File: config.mk
export PLATFORM = sky130hd
export DESIGN_NAME = bdsc_top
export DESIGN_NICKNAME = d
export VERILOG_FILES = /design/src/rtl/bdsc_pkg.sv /design/src/rtl/bdsc_top.sv
export VERILOG_INCLUDE_DIRS = /design/src /design/src/rtl
export SDC_FILE = /design/constraint.sdc
export NUM_CORES = 1
export LEC_CHECK = 0
export ABC_CLOCK_PERIOD_IN_PS = 2070
export BUFFER_PORTS_ARGS = -buffer_cell sky130_fd_sc_hd__buf_4
export CORE_ASPECT_RATIO = 2
export CORE_MARGIN = 1.5
export CORE_UTILIZATION = 50
export DETAILED_ROUTE_END_ITERATION = 16
export PLACE_DENSITY = 0.69
export SETUP_SLACK_MARGIN = 0.1
export SYNTH_ARGS = -nofsm -noshare
export SYNTH_HDL_FRONTEND = slang
export SYNTH_SLANG_ARGS = --single-unit
File: constraint.sdc
create_clock -name sys_clk_in -period 2.07 [get_ports sys_clk_in]
set_input_delay 0.207 -clock sys_clk_in [delete_from_list [all_inputs] [get_ports sys_clk_in]]
set_output_delay 0.207 -clock sys_clk_in [all_outputs]
set_load 0.01 [all_outputs]
File: src/rtl/bdsc_map.svh
// Constants for the bias DAC serial control block
`ifndef BDSC_MAP_SVH
`define BDSC_MAP_SVH
`define BDSC_CODE_RESET     8'hFF
`define BDSC_CODE_SHUTDOWN  8'h00
`define BDSC_CODE_BITS      4'h8
`define BDSC_CLK_HZ         40000000
`define BDSC_OSC_HZ         300000
`define BDSC_OSC_DIV        ((`BDSC_CLK_HZ + `BDSC_OSC_HZ - 1) / `BDSC_OSC_HZ)
`define BDSC_ONTIME_PCT     50
`define BDSC_ONTIME_MAX_PCT 90
`endif

File: src/rtl/bdsc_pkg.sv
// Types shared by the bias DAC serial control block
package bdsc_pkg;
    // Serial port pins after synchronising
    typedef struct packed {
        logic cs_n;
        logic sclk;
        logic din;
    } bdsc_serial_s;
    // Converter run state
    typedef enum logic [1:0] {
        BDSC_OFF,
        BDSC_ON_PHASE,
        BDSC_OFF_PHASE
    } bdsc_pwm_e;
endpackage : bdsc_pkg

File: src/rtl/bdsc_top.sv
// Serial DAC code port, current-limit flag and PWM gate drive
// Operation
// - Limit flag low while current limit engaged
// - Limit flag changes only on oscillator edge
// - One 8-bit byte loads the DAC code
// - Code resets to all ones
// - All ones gives lowest converter output
// - Write-only port: chip select, clock, data
// - Serial port works even during shutdown
// - Code zero stops converter switching and grounds compensation node
// - Shutdown or undervoltage grounds compensation node
// - DAC voltage is (code plus one) steps
// - Fixed frequency gate drive with on-time
`timescale 1ns/1ps
`include "bdsc_map.svh"
module bdsc_top (
    // Clock and reset
    input  wire logic       sys_clk_in,
    input  wire logic       arst_n_in,
    // Serial pins from the host
    input  wire logic       cs_n_in,
    input  wire logic       sclk_in,
    input  wire logic       din_in,
    // Analog comparator and supply status
    input  wire logic       limit_engaged_in,
    input  wire logic       undervoltage_in,
    // Converter outputs
    output logic            limit_active_n_out,
    output logic [7:0]      output_setting_code_out,
    output logic [8:0]      setpoint_voltage_out,
    output logic            gate_drive_out,
    output logic            comp_discharge_out,
    output logic            converter_shutdown_out
);
    // Three-stage synchronisers for the pins
    logic [2:0]             cs_n_sync;
    logic [2:0]             sclk_sync;
    logic [2:0]             din_sync;
    logic [2:0]             limit_sync;
    logic [2:0]             uv_sync;
    bdsc_pkg::bdsc_serial_s pins;               // Settled pin levels
    bdsc_pkg::bdsc_serial_s pins_q;             // Previous settled levels
    logic                   lim_lvl;            // Settled limit level
    logic                   uv_lvl;             // Settled undervoltage level
    logic [7:0]             shift;              // Incoming byte
    logic [3:0]             bit_cnt;            // Rising edges seen
    logic                   over;               // More than eight edges seen
    logic [7:0]             code;               // DAC code register
    logic [7:0]             osc_cnt;            // Oscillator divider
    logic                   osc_tick;           // Oscillator edge pulse
    logic [7:0]             on_len;             // Gate on-time in clocks
    bdsc_pkg::bdsc_pwm_e    pwm_st;             // Converter state
    logic                   shdn;               // Converter held off
    logic                   sclk_rise;
    logic                   cs_rise;

    // Pin synchronisers, shift toward bit 2
    always_ff @(posedge sys_clk_in or negedge arst_n_in) begin
        if (!arst_n_in) begin
            cs_n_sync  <= 3'h7;
            sclk_sync  <= 3'h0;
            din_sync   <= 3'h0;
            limit_sync <= 3'h0;
            uv_sync    <= 3'h0;
        end else begin
            cs_n_sync  <= {cs_n_sync[1:0], cs_n_in};
            sclk_sync  <= {sclk_sync[1:0], sclk_in};
            din_sync   <= {din_sync[1:0], din_in};
            limit_sync <= {limit_sync[1:0], limit_engaged_in};
            uv_sync    <= {uv_sync[1:0], undervoltage_in};
        end
    end

    // Accept a level once stages two and three agree
    always_ff @(posedge sys_clk_in or negedge arst_n_in) begin
        if (!arst_n_in) begin
            pins    <= '{cs_n: 1'b1, sclk: 1'b0, din: 1'b0};
            pins_q  <= '{cs_n: 1'b1, sclk: 1'b0, din: 1'b0};
            lim_lvl <= 1'b0;
            uv_lvl  <= 1'b0;
        end else begin
            if (cs_n_sync[2] == cs_n_sync[1]) pins.cs_n <= cs_n_sync[2];
            if (sclk_sync[2] == sclk_sync[1]) pins.sclk <= sclk_sync[2];
            if (din_sync[2] == din_sync[1]) pins.din <= din_sync[2];
            if (limit_sync[2] == limit_sync[1]) lim_lvl <= limit_sync[2];
            if (uv_sync[2] == uv_sync[1]) uv_lvl <= uv_sync[2];
            pins_q <= pins;
        end
    end

    // Edge detection on settled levels
    assign sclk_rise = pins.sclk & ~pins_q.sclk & ~pins.cs_n;
    assign cs_rise   = pins.cs_n & ~pins_q.cs_n;

    // Shift register, never gated by shutdown
    always_ff @(posedge sys_clk_in or negedge arst_n_in) begin
        if (!arst_n_in) begin
            shift   <= 8'h00;
            bit_cnt <= 4'h0;
            over    <= 1'b0;
        end else if (pins.cs_n) begin
            // Idle: ready for a new frame
            bit_cnt <= 4'h0;
            over    <= 1'b0;
        end else if (sclk_rise) begin
            shift <= {shift[6:0], pins.din};
            if (bit_cnt == `BDSC_CODE_BITS) begin
                over <= 1'b1;
            end else begin
                bit_cnt <= bit_cnt + 4'h1;
            end
        end
    end

    // Code register, committed on deselect after exactly eight edges
    always_ff @(posedge sys_clk_in or negedge arst_n_in) begin
        if (!arst_n_in) begin
            code <= `BDSC_CODE_RESET;
        end else if (cs_rise && bit_cnt == `BDSC_CODE_BITS && !over) begin
            code <= shift;
        end
    end

    // Internal oscillator divider
    always_ff @(posedge sys_clk_in or negedge arst_n_in) begin
        if (!arst_n_in) begin
            osc_cnt  <= 8'h00;
            osc_tick <= 1'b0;
        end else if (osc_cnt == 8'(`BDSC_OSC_DIV - 1)) begin
            osc_cnt  <= 8'h00;
            osc_tick <= 1'b1;
        end else begin
            osc_cnt  <= osc_cnt + 8'h01;
            osc_tick <= 1'b0;
        end
    end

    // Limit flag follows the comparator only on oscillator edges
    always_ff @(posedge sys_clk_in or negedge arst_n_in) begin
        if (!arst_n_in) begin
            limit_active_n_out <= 1'b1;
        end else if (osc_tick) begin
            limit_active_n_out <= ~lim_lvl;
        end
    end

    // Decode of the code that parks the converter
    function automatic logic is_shutdown_code(input logic [7:0] c);
        return (c == `BDSC_CODE_SHUTDOWN);
    endfunction : is_shutdown_code

    // Shutdown and compensation discharge
    assign shdn = is_shutdown_code(code) | uv_lvl;
    always_ff @(posedge sys_clk_in or negedge arst_n_in) begin
        if (!arst_n_in) begin
            converter_shutdown_out <= 1'b0;
            comp_discharge_out     <= 1'b1;
        end else begin
            converter_shutdown_out <= is_shutdown_code(code);
            comp_discharge_out     <= shdn;
        end
    end

    // Setpoint in 1/256 reference steps: code plus one
    always_ff @(posedge sys_clk_in or negedge arst_n_in) begin
        if (!arst_n_in) begin
            setpoint_voltage_out <= 9'h100;
        end else begin
            setpoint_voltage_out <= {1'b0, code} + 9'h001;
        end
    end
    // Fixed on-time per oscillator period
    assign on_len = 8'((`BDSC_OSC_DIV * `BDSC_ONTIME_PCT) / 100);

    // PWM state: gate on at each oscillator edge, off after on-time
    always_ff @(posedge sys_clk_in or negedge arst_n_in) begin
        if (!arst_n_in) begin
            pwm_st         <= bdsc_pkg::BDSC_OFF;
            gate_drive_out <= 1'b0;
        end else begin
            case (pwm_st)
                bdsc_pkg::BDSC_OFF: begin
                    gate_drive_out <= 1'b0;
                    if (!shdn && osc_tick) begin
                        pwm_st         <= bdsc_pkg::BDSC_ON_PHASE;
                        gate_drive_out <= 1'b1;
                    end
                end
                bdsc_pkg::BDSC_ON_PHASE: begin
                    if (shdn) begin
                        pwm_st         <= bdsc_pkg::BDSC_OFF;
                        gate_drive_out <= 1'b0;
                    end else if (osc_cnt == on_len) begin
                        pwm_st         <= bdsc_pkg::BDSC_OFF_PHASE;
                        gate_drive_out <= 1'b0;
                    end
                end
                bdsc_pkg::BDSC_OFF_PHASE: begin
                    gate_drive_out <= 1'b0;
                    if (shdn) begin
                        pwm_st <= bdsc_pkg::BDSC_OFF;
                    end else if (osc_tick) begin
                        pwm_st         <= bdsc_pkg::BDSC_ON_PHASE;
                        gate_drive_out <= 1'b1;
                    end
                end
                default: begin
                    pwm_st         <= bdsc_pkg::BDSC_OFF;
                    gate_drive_out <= 1'b0;
                end
            endcase
        end
    end

    // Code mirror straight from a flip-flop
    always_ff @(posedge sys_clk_in or negedge arst_n_in) begin
        if (!arst_n_in) begin
            output_setting_code_out <= `BDSC_CODE_RESET;
        end else begin
            output_setting_code_out <= code;
        end
    end
endmodule : bdsc_top

==> results_dict.tcl, run 1 <==
set metrics [dict create \
    syn_area_sq_um 2730 \
    numCtsBuffers 9 \
    drt-pass1-iter-count 6 \
    die_w_um 55.2 \
    die_h_um 107 \
    max_freq_mhz 579 \
    path_delay_family "compound AO/OA/AOI/OAI gates" \
    cts_tree "built" \
    drtIter0Drc 47 \
    ys_types 33 \
    initial_core_util_pct 52.6 \
    register_area_sq_um 1910 \
    crit_chain "inv_1 -> ha_1 -> or4b_4 -> o41ai_4 -> o21ba_1" \
    start_kind "flip-flop" \
    drv_cap 0 \
    grt_pass1_vias 1601 \
    hold_path_class "input port to async pin" \
    crit_buf_inv 1 \
    synth-xor-area-share_pct 3.53 \
    rsz0062_at_grt "false" \
    cts.sinks 75 \
    area_delta_synth_final_pct 20.1 \
    ant_nets 0 \
    multiInputGateArea_sq_um 787 \
    grt_overflow 0 \
    drc 0 \
    diodes 0 \
    switching_share_pct 21.1 \
    fin_nets 238 \
    failed_checks "hold timing" \
    cts_resized 0 \
    synth_edf_count 0 \
    synth-seq-cells 75 \
    clkPwrFrac_pct 40.6 \
    postCtsSetupBuffers 0 \
    cp-end-kind "flip-flop" \
    path_max_fanout 7 \
    synth_nets 196 \
    hpwlAfterDp_um 2970 \
    post_synth_fa_ha_maj_area_fraction_pct 4.59 \
    clk_pin_slew_worst_paths_ns 0.07 \
    clock_skew_ns 0.00418 \
    async_reset_ff_share_pct 100 \
    syn_area_per_cell_sq_um 14.9 \
    drt-total-wl_um 4250 \
    outcome "finished with violations" \
    cpPeakStageDelay_ns 0.48 \
    port_buffers 27 \
    synth-compound-area-share_pct 4.04 \
    grt_pass1_wl_um 7190 \
    worstSetupPathType "flip-flop to flip-flop" \
    cts.htree.levels 3 \
    fin_util_pct 63.2 \
    nFillCells 404 \
    cp_slowest_cell "or4b_4" \
    synthSimpleGateAreaFrac_pct 9.36 \
    cts_root_buffer "clkbuf_8" \
    grtUsageTotal_pct 16.1 \
    p_leak_nw 1.48 \
    layout_min_cycle_time_ns 1.73 \
    slew_headroom_pct 40.7 \
    fp.coreArea_sq_um 5180 \
    vias 1544 \
    p_int_mw 2.40 \
    pwr-share-seq_pct 54.2 \
    worstPathRequired_ns 2.30 \
    synth_top_area_share_pct 46.8 \
    clock_latency_ns 0.34 \
    grt_max_degree 76 \
    yosysSeqAreaShare_pct 69.9 \
    peakVddDrop_uv 949 \
    viasPerCell 5.36 \
    tightest_slew_ns 0.889 \
    antenna_found_initial 0 \
    final_hold_viol_count 8 \
    yosysWarnings 0 \
    dieArea_sq_um 5930 \
    fin_crit_sh_pct 83.5 \
    yosysTopAreaCell "dfrtp_1" \
    place.gp.congestion 0.735 \
    synthCells 183 \
    rows 37 \
    timing_max_transition_violations_final 0 \
    synth_top_family_by_area "simple AND/OR/NAND/NOR gates" \
    wl_per_cell_um 14.8 \
    combPwrFrac_pct 5.2 \
    io_pins 28 \
    setup_viol 0 \
    clock_path_buffers 2 \
    switchingPower_mw 0.642 \
    synth_area_leaders "dfrtp_1 47%, dfstp_2 23%, mux2_2 6.6%, xnor2_1 2.9%, ha_1 2.8%" \
    arrival_ns 1.96 \
    fin_hold_ws_ns -0.0191 \
    drive_gt1_share_pct 38.3 \
    powerDensity_nw_per_um2 929 \
    setup_tns_ns 0 \
    muxShareOfSynthArea_pct 7.34 \
    ys.flop_type "dfrtp_1" \
    power.total_mw 3.04 \
    hold_buffers 5 \
]
## placed cells by master (no fill, tap or decap), drive strengths merged, types with 2 or more instances in the layout
cell type	instances
dfrtp	51
nor2	9
bufinv	2
maj3	5
buf	27
dfstp	24
nor3b	2
nand3	14
dlygate4sd3	5
clkinv	3
ha	6
mux2	16
o21ai	6
or3	2
and3	4
nand2b	2
xnor2	9
mux2i	2
clkbuf	11
a21oi	7
inv	8
xor2	2
## area by class of cell
| class | count | area share [%] |
|---|---|---|
| Multi-Input combinational cell | 99 | 24.0 |
| Clock buffer | 11 | 4.62 |
| Inverter | 8 | 0.917 |
| Clock inverter | 5 | 2.29 |
| Sequential cell | 75 | 58.2 |
| Tap cell | 58 | 2.22 |
| Timing Repair Buffer | 32 | 7.72 |
## synth_stat cells, drive strengths merged, types with 2 or more instances
master / n
and3: 4
maj3: 5
xnor2: 9
xor2: 2
nand2b: 2
ha: 6
dfstp: 24
or3: 2
nor2: 9
inv: 8
a21oi: 7
dfrtp: 51
nand3: 14
o21ai: 6
nor3b: 2
mux2: 16
mux2i: 2
## worst register-to-register path, delay by kind of cell (launching register included)
kind	cells	cell delay [ns]
buffers and inverters	1	0.09
adders and majority gates	1	0.14
DFF	1	0.41
and+or+nand+nor	1	0.48
AOI/OAI and AO/OA	2	0.52
## sequential cells by signal, summed over array words and instances, names as in the netlist, 2 cells and up
signal,cells
osc_cnt,8
din_sync,3
code,8
cs_n_sync,3
pins,3
pwm_st,2
bit_cnt,4
limit_sync,3
shift,8
sclk_sync,3
uv_sync,3
pins_q,2
setpoint_voltage_out,9
output_setting_code_out,8
## cell families after synthesis
| logic type | after synthesis |
|---|---|
| and+or+nand+nor | 43 |
| adders and majority gates | 11 |
| buffers and inverters | 9 |
| muxes | 18 |
| AOI/OAI and AO/OA | 16 |
| DFF | 75 |
| xor gates and xnor gates | 11 |
## stage by stage
| stage | cell area (sq um) | hold WS, ns | setup slack [ns] | cells |
|---|---|---|---|---|
| floorplan | 2730 | -0.0886 | 0.487 | 183 |
| global placement | 3000 | 0.316 | 0.443 | 267 |
| detailed placement | 3000 | 0.318 | 0.338 | 267 |
| CTS | 3280 | 0.0205 | 0.329 | 288 |
| global route | 3280 | 0.0591 | 0.189 | 288 |
| finish | 3280 | -0.0191 | 0.342 | 288 |
## path summary, 6_finish.rpt
| path | startpoint | end | slack (ns) | cells after the start |
|---|---|---|---|---|
| worst max register to register | code[0] | pwm_st[1] | 0.34 | 5 |
| max in group asynchronous | arst_n_in | din_sync[1] | 1.50 | 1 |
| worst min register to register | uv_sync[0] | uv_sync[1] | 0.35 | 0 |
| worst max-delay path | code[0] | pwm_st[1] | 0.34 | 5 |
| worst min-delay path | arst_n_in | bit_cnt[2] | -0.02 | 1 |
| min in group sys_clk_in | uv_sync[0] | uv_sync[1] | 0.35 | 0 |
## layer usage
| layer | global-route usage (%) | part of all wire [%] | vias up |
|---|---|---|---|
| met5 | 0 | 0 | - |
| met4 | 9.41 | 2.9 | 0 |
| met1 | 15.3 | 38 | 781 |
| met3 | 5.05 | 4.0 | 12 |
| met2 | 29.4 | 55 | 37 |
| li1 | - | - | 714 |
## power by group through the flow
stage	registers, mW	clock network (mW)	logic (mW)
after CTS	1.65	1.25	0.162
after global routing	1.66	1.32	0.173
after detailed placement	1.68	0	0.154
after global placement	1.67	0	0.141
after floorplan	1.64	0	0.104
final	1.65	1.24	0.157
No activity file was read; power rests on OpenSTA's default activity.
==> inputs of run 2 (changes only) <==
--- a/config.mk
+++ b/config.mk
@@ -6,13 +6,13 @@
 export SDC_FILE = /design/constraint.sdc
 export NUM_CORES = 1
 export LEC_CHECK = 0
-export ABC_CLOCK_PERIOD_IN_PS = 2070
+export ABC_CLOCK_PERIOD_IN_PS = 1560
 export BUFFER_PORTS_ARGS = -buffer_cell sky130_fd_sc_hd__buf_4
 export CORE_ASPECT_RATIO = 2
 export CORE_MARGIN = 1.5
 export CORE_UTILIZATION = 50
 export DETAILED_ROUTE_END_ITERATION = 16
-export PLACE_DENSITY = 0.69
+export PLACE_DENSITY = 0.72
 export SETUP_SLACK_MARGIN = 0.1
 export SYNTH_ARGS = -nofsm -noshare
 export SYNTH_HDL_FRONTEND = slang
==> constraint.sdc (replaced) <==
create_clock -name sys_clk_in -period 1.56 [get_ports sys_clk_in]
set_input_delay 0.156 -clock sys_clk_in [delete_from_list [all_inputs] [get_ports sys_clk_in]]
set_output_delay 0.156 -clock sys_clk_in [all_outputs]
set_load 0.01 [all_outputs]
==> results_dict.tcl, run 2 (synthesis gave the netlist of run 1 again) <==
set metrics [dict create \
    clock_path_buffers 2 \
    fin_hold_ws_ns 0.227 \
    fin_nets 257 \
    grt_max_degree 31 \
    p_leak_nw 1.59 \
    final_hold_viol_count 0 \
    drc 0 \
    hold_path_class "input port to async pin" \
    drt-pass1-iter-count 4 \
    grtUsageTotal_pct 16.4 \
    final_area_sq_um 3510 \
    die_h_um 107 \
    worstPathRequired_ns 1.78 \
    cp-end-kind "flip-flop" \
    cpPeakStageDelay_ns 0.48 \
    layout_min_cycle_time_ns 1.60 \
    place.gp.congestion 0.761 \
    postPlaceCellArea_sq_um 3140 \
    cts.htree.levels 3 \
    diodes 0 \
    grt_util_met1_pct 17.6 \
    cts.sinks 75 \
    wl_per_cell_um 14.2 \
    grt_pass1_vias 1614 \
    top_register "setpoint_voltage_out" \
    p_int_mw 3.31 \
    path_max_fanout 3 \
    r2r_start "code[0]" \
    numCtsBuffers 9 \
    top_usage_layer "met2" \
    powerDensity_nw_per_um2 1200 \
    final_cells 307 \
    setup_viol 3 \
    outcome "finished with violations" \
    switching_share_pct 21.4 \
    slew_headroom_pct 82.6 \
    mostFrequentLayoutCells "51 x dfrtp_1, 43 x buf_4, 24 x dfstp_2" \
    hpwlAfterDp_um 3000 \
    switchingPower_mw 0.899 \
    failed_checks "setup timing" \
    max_freq_mhz 624 \
    numPlacedInstances 282 \
    fp.coreArea_sq_um 5180 \
    cts_root_buffer "clkbuf_8" \
    timing_max_transition_violations_final 0 \
    area_delta_synth_final_pct 28.5 \
    power.total_mw 4.20 \
    met3_usage_pct 4.69 \
    ant_nets 0 \
    start_kind "flip-flop" \
    rows 37 \
    viasPerCell 5.02 \
    final_common_cell "dfrtp_1" \
    combPwrFrac_pct 6.0 \
    dieArea_sq_um 5930 \
    largest_reg_flops 9 \
    grt_overflow 0 \
    cts_tree "built" \
    drtIter0Drc 29 \
    setup_ws_ns -0.0428 \
    ff2ff_path_depth 6 \
    rsz0062_at_grt "true" \
    io_pins 28 \
    die_w_um 55.2 \
    arrival_ns 1.82 \
    peakVddDrop_uv 901 \
    pwr-share-seq_pct 52.1 \
    drive_gt1_share_pct 45.8 \
    worstSetupPathType "flip-flop to flip-flop" \
    r2r-end "pwm_st[0]" \
    fin_crit_sh_pct 103 \
    antenna_found_initial 0 \
    port_buffers 27 \
    crit_chain "inv_2 -> ha_1 -> or4b_4 -> o41ai_4 -> buf_4 -> a21oi_1" \
    drt-total-wl_um 4350 \
    gr-usage-met2_pct 28.9 \
    cp_slowest_cell "or4b_4" \
    vias 1541 \
    clk_pin_slew_worst_paths_ns 0.08 \
    initial_core_util_pct 52.6 \
    clock_skew_ns 0.00876 \
    grt_pass1_wl_um 7390 \
    clkPwrFrac_pct 42.0 \
    drv_cap 0 \
    tightest_slew_ns 0.260 \
    clock_latency_ns 0.34 \
    reg2reg_slack_ns -0.04 \
]
==> run 2: cell count changes in the layout (fill, tap and decap cells not counted), moves of 2 or more <==
cell,change
clkinv_4,+2
clkinv_2,-3
inv_1,-2
buf_4,+16
buf_12,+2
inv_2,+2
clkbuf_8,-2
==> run 2: area by class of cell <==
cell class,count,area (sq um)
repair buffers,51,423
flip-flops and latches,75,1910
well taps,58,72.6
clock inverters,6,115
clock buffers,10,128
fillers,391,1680
multi-input cells,99,831
inverters,8,30.0
==> run 2: per-layer routing <==
layer  vias up  wire length, um  share of wire [%]
met5         -                0                  0
met4         0               84                1.9
met3         7              140                3.2
met2        28             2470                 57
met1       755             1650                 38
li1        751                -                  -
==> run 2: power groups by stage <==
stage / logic (mW) / clock network [mW] / registers, mW
5_1_grt: 0.282 / 1.90 / 2.21
4_1_cts: 0.243 / 1.79 / 2.19
6_report: 0.251 / 1.76 / 2.19
3_3_place_gp: 0.216 / 0 / 2.22
2_1_floorplan: 0.139 / 0 / 2.18
3_5_place_dp: 0.225 / 0 / 2.22
==> run 2: how the worst max path moves through the flow <==
stage | from | to | slack, ns | cells after the start
2_1_floorplan | code[0] | pwm_st[1] | -0.009 | 5
3_3_place_gp | code[0] | gate_drive_out | -0.003 | 6
3_5_place_dp | code[0] | pwm_st[0] | -0.04 | 6
4_1_cts | code[0] | pwm_st[0] | -0.05 | 6
5_1_grt | code[0] | pwm_st[0] | -0.13 | 6
6_report | code[0] | pwm_st[0] | -0.04 | 6
==> run 2: what timing repair did <==
item,CTS,global route
hold buffers,6,0
setup buffers,2,1
endpoints found under the hold margin,44,0
endpoints found under the setup margin,13,26
pin swaps,2,2
gates resized for setup,2,8
==> run 2: metrics by stage <==
step	setup slack, ns	util, %	TNS, ns
3_3_place_gp	-0.00308	60.6	-0.00602
2_1_floorplan	-0.00882	-	-0.00882
4_1_cts	-0.0517	66.9	-0.118
5_1_grt	-0.132	67.6	-0.343
6_report	-0.0428	67.6	-0.0868
3_5_place_dp	-0.0370	60.6	-0.0708
==> run 2: worst max-delay path, delay by kind of cell, from the launching register on <==
family	cells	cell delay, ns
buffers and inverters	2	0.23
adder cells (fa/ha/maj)	1	0.13
AND/OR/NAND/NOR	1	0.48
AO/OA/AOI/OAI	2	0.28
flip-flops	1	0.38
